`config.mk`:
```
export PLATFORM = sky130hd
export DESIGN_NAME = cep_core_event_stage
export DESIGN_NICKNAME = d
export VERILOG_FILES = /design/src/hw/cep_pkg.sv /design/src/hw/cep_core_event_stage.sv
export SDC_FILE = /design/constraint.sdc
export NUM_CORES = 1
export LEC_CHECK = 0
export BUFFER_PORTS_ARGS = -buffer_cell sky130_fd_sc_hd__buf_2
export CAP_MARGIN = 25
export CORE_ASPECT_RATIO = 1.1
export CORE_MARGIN = 5
export CORE_UTILIZATION = 50
export DETAILED_ROUTE_END_ITERATION = 12
export PLACE_DENSITY = 0.71
export SYNTH_ARGS = -nofsm -noshare
export SYNTH_HDL_FRONTEND = slang
export SYNTH_SLANG_ARGS = --single-unit
```
`constraint.sdc`:
```
create_clock -name clk -period 8.2 [get_ports clk]
set_clock_uncertainty 0.15 [all_clocks]
set_input_delay 0.41 -clock clk [delete_from_list [all_inputs] [get_ports clk]]
set_output_delay 0.41 -clock clk [all_outputs]
set_load 0.01 [all_outputs]
```
`src/hw/cep_pkg.sv`:
```
package cep_pkg;

	// ********************************************************
	// Event levels
	// ********************************************************
	localparam int NLVL = 16;
	localparam int NGEN = 9;
	localparam logic [3:0] LVL_EMU = 4'h0;
	localparam logic [3:0] LVL_RST = 4'h1;
	localparam logic [3:0] LVL_NMI = 4'h2;
	localparam logic [3:0] LVL_EXC = 4'h3;
	localparam logic [3:0] LVL_GEN_LO = 4'h7;
	localparam logic [15:0] ALWAYS_ON = 16'h000f;
	localparam logic [15:0] RSV_BITS = 16'h0010;
	localparam logic [15:0] GEN_BITS = 16'hff80;
	localparam logic [15:0] INT_CLASS = 16'hffe2;

	// ********************************************************
	// Register map and reset values
	// ********************************************************
	localparam int REG_AW = 8;
	localparam int REG_DW = 16;
	localparam logic [7:0] OFS_LATCH = 8'h00;
	localparam logic [7:0] OFS_UNMASK = 8'h04;
	localparam logic [7:0] OFS_PEND = 8'h08;
	localparam logic [7:0] OFS_CTRL = 8'h0c;
	localparam logic [7:0] OFS_RAISE = 8'h10;
	localparam logic [15:0] UNMASK_RST = 16'h0000;
	localparam logic [15:0] PEND_AFTER_RST = 16'h0002;
	localparam logic GEN_EN_RST = 1'b1;
	localparam int CTRL_GEN_EN_BIT = 0;

	// ********************************************************
	// Types
	// ********************************************************
	typedef enum logic [1:0] {
		CEP_RET_EMU,
		CEP_RET_NMI,
		CEP_RET_EXC,
		CEP_RET_INT
	} cep_ret_t;

	typedef struct packed {
		logic [7:0] addr;
		logic [15:0] wdata;
		logic wr;
		logic rd;
	} cep_bus_t;

	typedef struct packed {
		logic valid;
		logic [3:0] level;
		logic save_state;
	} cep_disp_t;

endpackage : cep_pkg

```
`src/hw/cep_core_event_stage.sv`:
```
// Design decisions made here: the register offsets and the strobed register port.
`timescale 1ns/1ns
// Overview of operation
// - Highest pending priority always wins
// - Nested service; higher preempts lower handler
// - Emulation event enters emulation mode
// - Reset event resets the whole processor
// - Nonmaskable from watchdog or dedicated pin
// - Exceptions taken before offending instruction completes
// - Interrupts from pins, peripherals, software
// - Per-type return address and return command
// - Every dispatch requests state save
// - Peripheral interrupts arrive via the router
// - Nine general inputs, levels 7 to 15
// - Emulation 0, reset 1, nonmaskable 2, exception 3
// - Level 4 reserved; hardware 5, timer 6
// - General 7 to 14 at own level
// - General 15 is lowest, level 15
// - Two-cycle edge detect sets latch, pend clears
// - Unmask bit gates service, latch may stay
// - Edge to pending takes three cycles minimum

module cep_core_event_stage #(
	parameter int ADDR_W = 32
) (
	input logic clk,
	input logic nrst,
	input cep_pkg::cep_bus_t bus,
	output logic [cep_pkg::REG_DW-1:0] rdata,
	input logic emu_req,
	input logic rst_req,
	input logic nmi_pin,
	input logic wdog_nmi,
	input logic exc_req,
	input logic hw_err,
	input logic core_tmr,
	input logic [cep_pkg::NGEN-1:0] gen_irq,
	input logic [ADDR_W-1:0] pc_now,
	input logic ret_req,
	input cep_pkg::cep_ret_t ret_kind,
	output cep_pkg::cep_disp_t dispatch,
	output logic resume_valid,
	output logic [ADDR_W-1:0] resume_addr,
	output logic emu_mode,
	output logic core_reset_req,
	output logic [cep_pkg::NLVL-1:0] active_nesting_vector
);

	// ********************************************************
	// Elaboration checks
	// ********************************************************
	if (ADDR_W < 1) begin : g_bad_width
		$error("ADDR_W must be at least 1");
	end

	// ********************************************************
	// Helpers
	// ********************************************************
	function automatic logic [3:0] cep_first(input logic [15:0] v);
		logic [3:0] r;
		r = 4'h0;
		for (int i = 15; i >= 0; i--) begin
			if (v[i]) begin
				r = i[3:0];
			end
		end
		return r;
	endfunction : cep_first

	function automatic logic [15:0] cep_bit(input logic [3:0] l);
		return 16'h0001 << l;
	endfunction : cep_bit

	// ********************************************************
	// State
	// ********************************************************
	logic [15:0] edge_now;
	logic [15:0] edge_old;
	logic [15:0] latch;
	logic [15:0] unmask;
	logic [15:0] pending;
	logic gen_en;
	logic [ADDR_W-1:0] ret_addr [4];

	// ********************************************************
	// Decode and selection
	// ********************************************************
	wire logic dec_latch = bus.addr == cep_pkg::OFS_LATCH;
	wire logic dec_unmask = bus.addr == cep_pkg::OFS_UNMASK;
	wire logic dec_pend = bus.addr == cep_pkg::OFS_PEND;
	wire logic dec_ctrl = bus.addr == cep_pkg::OFS_CTRL;
	wire logic dec_raise = bus.addr == cep_pkg::OFS_RAISE;
	wire logic nmi_any = nmi_pin | wdog_nmi;
	wire logic [15:0] raw_evt;
	wire logic [15:0] rise;
	wire logic [15:0] unmask_eff;
	wire logic [15:0] cand;
	wire logic [3:0] sel_lvl;
	wire logic [3:0] pend_top;
	wire logic sel_valid;
	wire logic take_rst;
	wire logic [15:0] take_bit;
	wire logic [15:0] soft_set;
	wire logic [15:0] exc_set;
	wire logic [15:0] writable;
	wire logic [15:0] latch_wr_val;
	wire logic [15:0] sets;
	wire logic [15:0] next_latch;
	wire logic [15:0] int_open;
	wire logic [15:0] ret_hit;
	wire logic [15:0] ret_clr;
	wire logic [15:0] next_pending;
	wire logic [15:0] rd_mux;
	wire cep_pkg::cep_ret_t sel_kind;
	wire logic [ADDR_W-1:0] exc_addr = ret_addr[cep_pkg::CEP_RET_EXC];

	// Router feeds levels 7..15; level 4 and exception never edge-latched
	assign raw_evt = {gen_irq, core_tmr, hw_err, 1'b0, 1'b0,
		nmi_any, rst_req, emu_req};
	assign rise = edge_now & ~edge_old;

	// Dedicated levels cannot be masked; reserved level never serviced
	assign unmask_eff = (unmask | cep_pkg::ALWAYS_ON)
		& ~cep_pkg::RSV_BITS
		& (gen_en ? 16'hffff : ~cep_pkg::GEN_BITS);
	assign cand = latch & unmask_eff;

	// Lowest index is highest priority, so level equals bit number
	assign sel_lvl = cep_first(cand);
	assign pend_top = cep_first(pending);
	assign sel_valid = (|cand)
		&& (pending == 16'h0000 || sel_lvl < pend_top);
	assign take_bit = sel_valid ? cep_bit(sel_lvl) : 16'h0000;
	assign take_rst = sel_valid && sel_lvl == cep_pkg::LVL_RST;

	// Software raise covers any level but the reserved one
	assign soft_set = (bus.wr && dec_raise)
		? (bus.wdata & ~cep_pkg::RSV_BITS) : 16'h0000;
	// Exception latches at once so it wins before the instruction retires
	assign exc_set = exc_req
		? cep_bit(cep_pkg::LVL_EXC) : 16'h0000;

	// Latch writes land only on masked bits
	assign writable = ~unmask_eff;
	assign latch_wr_val = (bus.wr && dec_latch)
		? ((latch & ~writable) | (bus.wdata & writable)) : latch;
	assign sets = rise | soft_set | exc_set;
	// New sets win over the clear caused by dispatch
	assign next_latch = ((take_rst ? 16'h0000 : (latch_wr_val & ~take_bit))
		| sets) & ~cep_pkg::RSV_BITS;

	// Return from interrupt closes the innermost open interrupt level
	assign int_open = pending & cep_pkg::INT_CLASS;
	assign ret_hit = (ret_kind == cep_pkg::CEP_RET_EMU)
		? cep_bit(cep_pkg::LVL_EMU)
		: (ret_kind == cep_pkg::CEP_RET_NMI)
		? cep_bit(cep_pkg::LVL_NMI)
		: (ret_kind == cep_pkg::CEP_RET_EXC)
		? cep_bit(cep_pkg::LVL_EXC)
		: (cep_bit(cep_first(int_open)) & int_open);
	assign ret_clr = ret_req ? (ret_hit & pending) : 16'h0000;
	// Reset event wipes all nesting and restarts from the reset level
	assign next_pending = take_rst ? cep_pkg::PEND_AFTER_RST
		: ((pending & ~ret_clr) | take_bit);

	assign sel_kind = (sel_lvl == cep_pkg::LVL_EMU) ? cep_pkg::CEP_RET_EMU
		: (sel_lvl == cep_pkg::LVL_NMI) ? cep_pkg::CEP_RET_NMI
		: (sel_lvl == cep_pkg::LVL_EXC) ? cep_pkg::CEP_RET_EXC
		: cep_pkg::CEP_RET_INT;

	assign rd_mux = dec_latch ? latch
		: dec_unmask ? ((unmask | cep_pkg::ALWAYS_ON) & ~cep_pkg::RSV_BITS)
		: dec_pend ? pending
		: dec_ctrl ? {15'h0000, gen_en}
		: 16'h0000;

	// Router watches this as its acknowledgement
	assign active_nesting_vector = pending;

	// ********************************************************
	// Edge detection
	// ********************************************************
	always_ff @(posedge clk or negedge nrst) begin
		if (!nrst) begin
			edge_now <= 16'h0000;
			edge_old <= 16'h0000;
		end else begin
			edge_now <= raw_evt;
			edge_old <= edge_now;
		end
	end

	// ********************************************************
	// Latch, nesting and control
	// ********************************************************
	always_ff @(posedge clk or negedge nrst) begin
		if (!nrst) begin
			latch <= 16'h0000;
			pending <= 16'h0000;
		end else begin
			latch <= next_latch;
			pending <= next_pending;
		end
	end

	always_ff @(posedge clk or negedge nrst) begin
		if (!nrst) begin
			unmask <= cep_pkg::UNMASK_RST;
			gen_en <= cep_pkg::GEN_EN_RST;
		end else if (bus.wr && dec_unmask) begin
			unmask <= bus.wdata & ~cep_pkg::RSV_BITS & ~cep_pkg::ALWAYS_ON;
		end else if (bus.wr && dec_ctrl) begin
			gen_en <= bus.wdata[cep_pkg::CTRL_GEN_EN_BIT];
		end
	end

	// ********************************************************
	// Dispatch to the pipeline
	// ********************************************************
	always_ff @(posedge clk or negedge nrst) begin
		if (!nrst) begin
			dispatch <= '0;
			core_reset_req <= 1'b0;
		end else begin
			dispatch.valid <= sel_valid;
			dispatch.level <= sel_lvl;
			dispatch.save_state <= sel_valid;
			core_reset_req <= take_rst;
		end
	end

	always_ff @(posedge clk or negedge nrst) begin
		if (!nrst) begin
			emu_mode <= 1'b0;
		end else if (sel_valid && sel_lvl == cep_pkg::LVL_EMU) begin
			emu_mode <= 1'b1;
		end else if (ret_req && ret_kind == cep_pkg::CEP_RET_EMU) begin
			emu_mode <= 1'b0;
		end
	end

	// ********************************************************
	// Return addresses
	// ********************************************************
	// One slot per event type; nested interrupts share the slot, the
	// handler must stack it before unmasking deeper nesting
	always_ff @(posedge clk or negedge nrst) begin
		if (!nrst) begin
			for (int k = 0; k < 4; k++) begin
				ret_addr[k] <= '0;
			end
		end else if (sel_valid) begin
			ret_addr[sel_kind] <= pc_now;
		end
	end

	always_ff @(posedge clk or negedge nrst) begin
		if (!nrst) begin
			resume_valid <= 1'b0;
			resume_addr <= '0;
		end else begin
			resume_valid <= ret_req;
			resume_addr <= ret_req ? ret_addr[ret_kind] : '0;
		end
	end

	// ********************************************************
	// Register read port
	// ********************************************************
	always_ff @(posedge clk or negedge nrst) begin
		if (!nrst) begin
			rdata <= 16'h0000;
		end else begin
			rdata <= bus.rd ? rd_mux : 16'h0000;
		end
	end
endmodule : cep_core_event_stage

```
# Yosys cells after proc, flatten, opt, wreduce, memory -nomap -nowiden
# Index checks and enable logic that the tools add are counted.
[word_totals]
register_bits = 255
[op_classes]
mux = 61
magnitude_cmp = 4
bitwise = 23
n_shift = 2
reduce_logical = 17
n_eq_ne = 9
[ops]
columns = ["cell", "n"]
rows = [
  ["$mux 16", 14],
  ["$and 16x16->16", 9],
  ["$mux 4", 34],
  ["$bwmux 128", 1],
  ["$mux 32", 4],
  ["$not 16->16", 5],
  ["$bmux 32 s2", 1],
  ["$demux 32 s2", 1],
  ["$or 16x16->16", 4],
  ["$shl 1x4->16 const A", 2],
  ["$eq 8x4->1 const B", 2],
  ["$logic_not 16->1", 1],
  ["$or 16x4->16", 1],
  ["$reduce_or 16->1", 1],
  ["$logic_and 1x1->1", 9],
  ["$eq 4x2->1 const B", 2],
  ["$eq 8x3->1 const B", 1],
  ["$eq 8x5->1 const B", 1],
  ["$logic_not 8->1", 1],
  ["$ge 3x3->1 const B", 2],
  ["$not 2->3", 2],
  ["$eq 4x1->1 const B", 1],
  ["$logic_not 4->1", 1],
  ["$lt 4x4->1", 1],
  ["11 further kinds", 15],
]

# Depth between registers and ports, before layout
[depth]
ltp_word = 29
ltp_mapped = 17
depth_no_buf = 15

# Least setup slack after synthesis
# Ideal clock, no wire load.
[synth_path]
path_kind = "reg-to-reg"
startpoint = "reg gen_en"
endpoint = "reg ret_addr[10] (netlist name)"
slack_ns = 4.623
arrival_ns = 3.302
stages_incl_launch_ff = 13
setup_ns = 0.125
path_buffers = 2
t_required_ns = 7.925
path_cell_list = "dfstp_2 buf_2 a32o_1 a21oi_1 nand3_1 nor2_1 ha_1 a2111oi_0 o31ai_1 o31a_1 nor4_4 buf_6 mux2_4"
[synth_via]
elab_chain_len = 29
[synth_lines]
columns = ["item", "line_no", "text"]
rows = [
  ["start, declared", "cep_core_event_stage.sv:82", "logic gen_en;"],
  ["start signal, assigned", "cep_core_event_stage.sv:209", "gen_en <= cep_pkg::GEN_EN_RST;"],
  ["start signal, assigned", "cep_core_event_stage.sv:213", "gen_en <= bus.wdata[cep_pkg::CTRL_GEN_EN_BIT];"],
  ["$mux 16 *", "cep_core_event_stage.sv:125", "& (gen_en ? 16'hffff : ~cep_pkg::GEN_BITS);"],
  ["$and 16x16->16 *", "cep_core_event_stage.sv:125", ""],
  ["$and 16x16->16 *", "cep_core_event_stage.sv:126", "assign cand = latch & unmask_eff;"],
  ["$mux 4 (8 in a row)", "cep_core_event_stage.sv:63", "if (v[i]) begin"],
  ["$mux 4 * (8 in a row)", "cep_core_event_stage.sv:63", ""],
  ["named net sel_lvl[3]", "cep_core_event_stage.sv:98", "wire logic [3:0] sel_lvl;"],
  ["$eq 4x2->1", "cep_core_event_stage.sv:168", ": (sel_lvl == cep_pkg::LVL_EXC) ? cep_pkg::CEP_RET_EXC"],
  ["$mux 1", "cep_core_event_stage.sv:168", ""],
  ["$mux 2", "cep_core_event_stage.sv:167", ": (sel_lvl == cep_pkg::LVL_NMI) ? cep_pkg::CEP_RET_NMI"],
  ["$mux 2", "cep_core_event_stage.sv:166", "assign sel_kind = (sel_lvl == cep_pkg::LVL_EMU) ? cep_pkg::CEP_RET_EMU"],
  ["$not 2->3 (implied by the code)", "cep_core_event_stage.sv:253", "ret_addr[sel_kind] <= pc_now;"],
  ["$ge 3x3->1 (implied by the code) or $lt 3x1->1 (tied branches)", "cep_core_event_stage.sv:253", ""],
  ["$logic_and 1x1->1 (implied by the code)", "cep_core_event_stage.sv:253", ""],
  ["$mux 32 (implied by the code)", "cep_core_event_stage.sv:253", ""],
  ["$demux 32 s2", "cep_core_event_stage.sv:253", ""],
  ["$bwmux 128", "cep_core_event_stage.sv:253", ""],
  ["end signal, assigned by index", "cep_core_event_stage.sv:253", ""],
  ["end, declared", "cep_core_event_stage.sv:83", "logic [ADDR_W-1:0] ret_addr [4];"],
]
# Mark *: on every way through the listed nets, which the timed path passes. The rest lies on a longest branch.
# A chain may end at the register's enable or synchronous reset.

# Worst setup path in the final report
[layout_path]
startpoint = "reg gen_en"
endpoint = "reg latch[12]"
[layout_via]
elab_chain_len = 27
[layout_lines]
columns = ["item", "line_no", "text"]
rows = [
  ["$mux 16 *", "cep_core_event_stage.sv:125", ""],
  ["$and 16x16->16 *", "cep_core_event_stage.sv:125", ""],
  ["$and 16x16->16 *", "cep_core_event_stage.sv:126", ""],
  ["$mux 4 (8 in a row)", "cep_core_event_stage.sv:63", ""],
  ["$mux 4 * (8 in a row)", "cep_core_event_stage.sv:63", ""],
  ["named net sel_lvl[1]", "cep_core_event_stage.sv:98", ""],
  ["$lt 4x4->1", "cep_core_event_stage.sv:132", "&& (pending == 16'h0000 || sel_lvl < pend_top);"],
  ["$logic_or 1x1->1", "cep_core_event_stage.sv:132", ""],
  ["$logic_and 1x1->1", "cep_core_event_stage.sv:132", ""],
  ["$mux 16", "cep_core_event_stage.sv:133", "assign take_bit = sel_valid ? cep_bit(sel_lvl) : 16'h0000;"],
  ["$not 16->16", "cep_core_event_stage.sv:149", "assign next_latch = ((take_rst ? 16'h0000 : (latch_wr_val & ~take_bit))"],
  ["$and 16x16->16", "cep_core_event_stage.sv:149", ""],
  ["$mux 16 *", "cep_core_event_stage.sv:149", ""],
  ["$or 16x16->16 *", "cep_core_event_stage.sv:150", "| sets) & ~cep_pkg::RSV_BITS;"],
  ["named net next_latch[12]", "cep_core_event_stage.sv:108", "wire logic [15:0] next_latch;"],
  ["end signal, assigned", "cep_core_event_stage.sv:201", "latch <= next_latch;"],
  ["end, declared", "cep_core_event_stage.sv:79", "logic [15:0] latch;"],
]
# Marks and branches as above.

==> run summary <==
Status -> completed
Sequential area share after synthesis -> 57.3%
Worst-skew pair later-pin latency -> 0.53 ns
H-tree Lvls -> 1
Worst Tran Pin Value -> 1.02 ns
Tcrit/Tclk final -> 57.5%
# IOs -> 152
Layout cells sized above 1 -> 37.3%
Hold Path Origin -> pc_now[8]
IO Port Bufs -> 150
Total power -> 4.85 mW
Relative slew margins -> 31.7%
Crit path time final -> 4.71 ns
Synth async-reset ratio -> 100%
Core ar. -> 22000 um2
Area leader, netlist -> dfrtp_1
VDD IR max -> 0.207 mV
Critical path origin -> gen_en$_DFFE_PN1P_
P_leak -> 6.10 nW
Post-DP HPWL -> 16.1 mm
DRT Wirelength -> 25.7 mm
Die Width -> 152 um
Max cap viols -> 0
Fin. Hold Viols -> 0
CP Max Fanout -> 20
Iteration-0 DRC count of the detailed router -> 457
Vias in the first global route -> 7951
Syn_nets -> 905
Synthesis-to-layout area growth -> 20.4%
Sequential cell area -> 6380 um2
Final nets -> 1090
CTS root buf -> clkbuf_16
Fmax achieved -> 212 MHz
Num CTS Buffers -> 27
Via Count -> 7382
Share of the synthesized area in the top cell type -> 57.0%
Most frequent cells in the layout -> dfrtp_1 (254), buf_2 (149), mux2_2 (102)
Count of cell types in the netlist -> 63
RSZ-0062 raised after global routing -> no
Drt wl/cell -> 19.4 um
Synth top area cells -> dfrtp_1 (57%), mux2_2 (10%), mux4_2 (6.5%)
Crit start category -> register
Gr usage total -> 20.4%
Initial Util -> 50.6%
CTS sink cnt -> 255
Ys Warns -> 0
Post-synth EDFFs -> 0
Crit. End Element -> register
Hold_ws -> 0.0133 ns
Largest net degree at the start of global routing -> 142
Top FF cell, synth -> dfrtp_1
Vias/cell -> 5.59
Crit path kind -> register to register
CTS Buffer Depth -> 3
Clk pin slew, worst setup/hold paths -> 0.06 ns
Most common cell after layout, fill and taps aside -> dfrtp_1
Hold-fix buffers at CTS -> 49
Final setup TNS -> 0 ns
Initial antenna violation count -> 2
Crit path DAT -> 4.96 ns
ANT nets after route -> 0
# setup viols final -> 0
Die height -> 167 um
Worst R2R Setup Slack -> 3.49 ns
Syn_area_per_cell -> 13.5 um2
Power per cell area -> 361 nW/um2
Footprint of the multi-input gates -> 4480 um2
DRC viols -> 0
Fillcell total -> 1716
Post-cts sizing count -> 0
GPL Wtd Cong -> 0.900
First-pass GRT wire length -> 42.7 mm
Mapped Cells -> 823
# rows -> 57
Worst r2r src -> gen_en$_DFFE_PN1P_
1st-pass router iterations -> 5
Critical path data required time -> 8.44 ns
Synthesized flop and latch total -> 255
Worst Hold Class -> input port to register
CTS tree -> yes
Max-slew violations -> 0
Die ar. -> 25400 um2
Final core utilization -> 60.9%
Post-Syn Area -> 11100 um2
Post-CTS setup buffer count -> 0
Grt ovf -> 0
area by class of cell:
class / instances / share of cell area [%]
Sequential cell: 255 / 47.5
Multi-Input combinational cell: 511 / 33.3
Timing Repair Buffer: 204 / 9.69
Clock buffer: 36 / 5.58
Tap cell: 295 / 2.75
Clock inverter: 10 / 0.811
Inverter: 9 / 0.252
Antenna cell: 1 / 0.0186
cell families (layout without fill, tap and decap cells):
kind of cell,after synthesis,after routing,share of synthesized area (%)
AOI/OAI and AO/OA,122,122,7.27
other,0,1,0
DFF,255,255,57.3
and+or+nand+nor,195,195,8.87
muxes,191,191,23.6
buffers and inverters,57,259,2.64
adders and majority gates,3,3,0.337
through the flow:
| stage | cells | setup WS [ns] | instance area [um2] |
|---|---|---|---|
| CTS | 1320 | 3.56 | 13400 |
| floorplan | 823 | 4.62 | 11100 |
| global route | 1321 | 3.20 | 13400 |
| global placement | 1225 | 3.65 | 12100 |
| detailed placement | 1225 | 3.59 | 12100 |
| finish | 1321 | 3.49 | 13400 |
worst paths after layout:
path	to	depth (start not counted)
max	latch[12]$_DFF_PN0_	15
max in group asynchronous	ret_addr[2]$_DFFE_PN0P_	3
min	ret_addr[8]$_DFFE_PN0P_	2
min in group asynchronous	ret_addr[10]$_DFFE_PN0P_	2
min reg2reg	edge_old[11]$_DFF_PN0_	0
max reg2reg	latch[12]$_DFF_PN0_	15
Yosys cell counts (all sizes together), types with 6 or more instances:
master  instances
dfrtp         254
mux2          141
nor2           65
a21oi          44
nand2          35
and2           33
mux4           32
clkbuf         27
buf            21
o21ai          19
mux2i          18
nor2b          18
nand3          12
inv             9
nor3            8
a32o            6
nor4            6
o31ai           6
layer usage:
metal  global-route usage [%]  vias up  routed length (um)
li1                         -     3341                   -
met1                     27.2     3757               11000
met2                     34.0      231               12400
met3                     4.44       51                1670
met4                     5.82        2                 675
met5                        0        -                  11
critical path, cell delays in order (launching register included):
cell and delay [ns]:
dfstp_2 0.76, a32o_1 0.31, a21oi_1 0.06, a21o_1 0.21, a211o_1 0.36, inv_1 0.18, ha_1 0.26, nor3_1 0.17
nor2_1 0.07, o22a_1 0.27, nor2_1 0.18, nand2_1 0.34, inv_1 0.72, nor2b_1 0.11, a222oi_1 0.36, a31oi_1 0.07
state kept, by name, summed over array words and instances, names as in the netlist:
name,cells
gen_en,1
edge_old,14
rdata,16
latch,15
resume_valid,1
ret_addr,96
resume_addr,32
emu_mode,1
edge_now,14
dispatch,5
unmask,11
exc_addr,32
core_reset_req,1
active_nesting_vector,16
report_power, final:
| group | internal (mW) | switching (mW) | leakage, nW |
|---|---|---|---|
| clock | 0.700 | 0.484 | 0.420 |
| combinational | 0.940 | 0.755 | 2.55 |
| sequential | 1.71 | 0.259 | 3.13 |
| total | 3.35 | 1.50 | 6.10 |
Note: power is estimated with default switching activity, not from simulation.
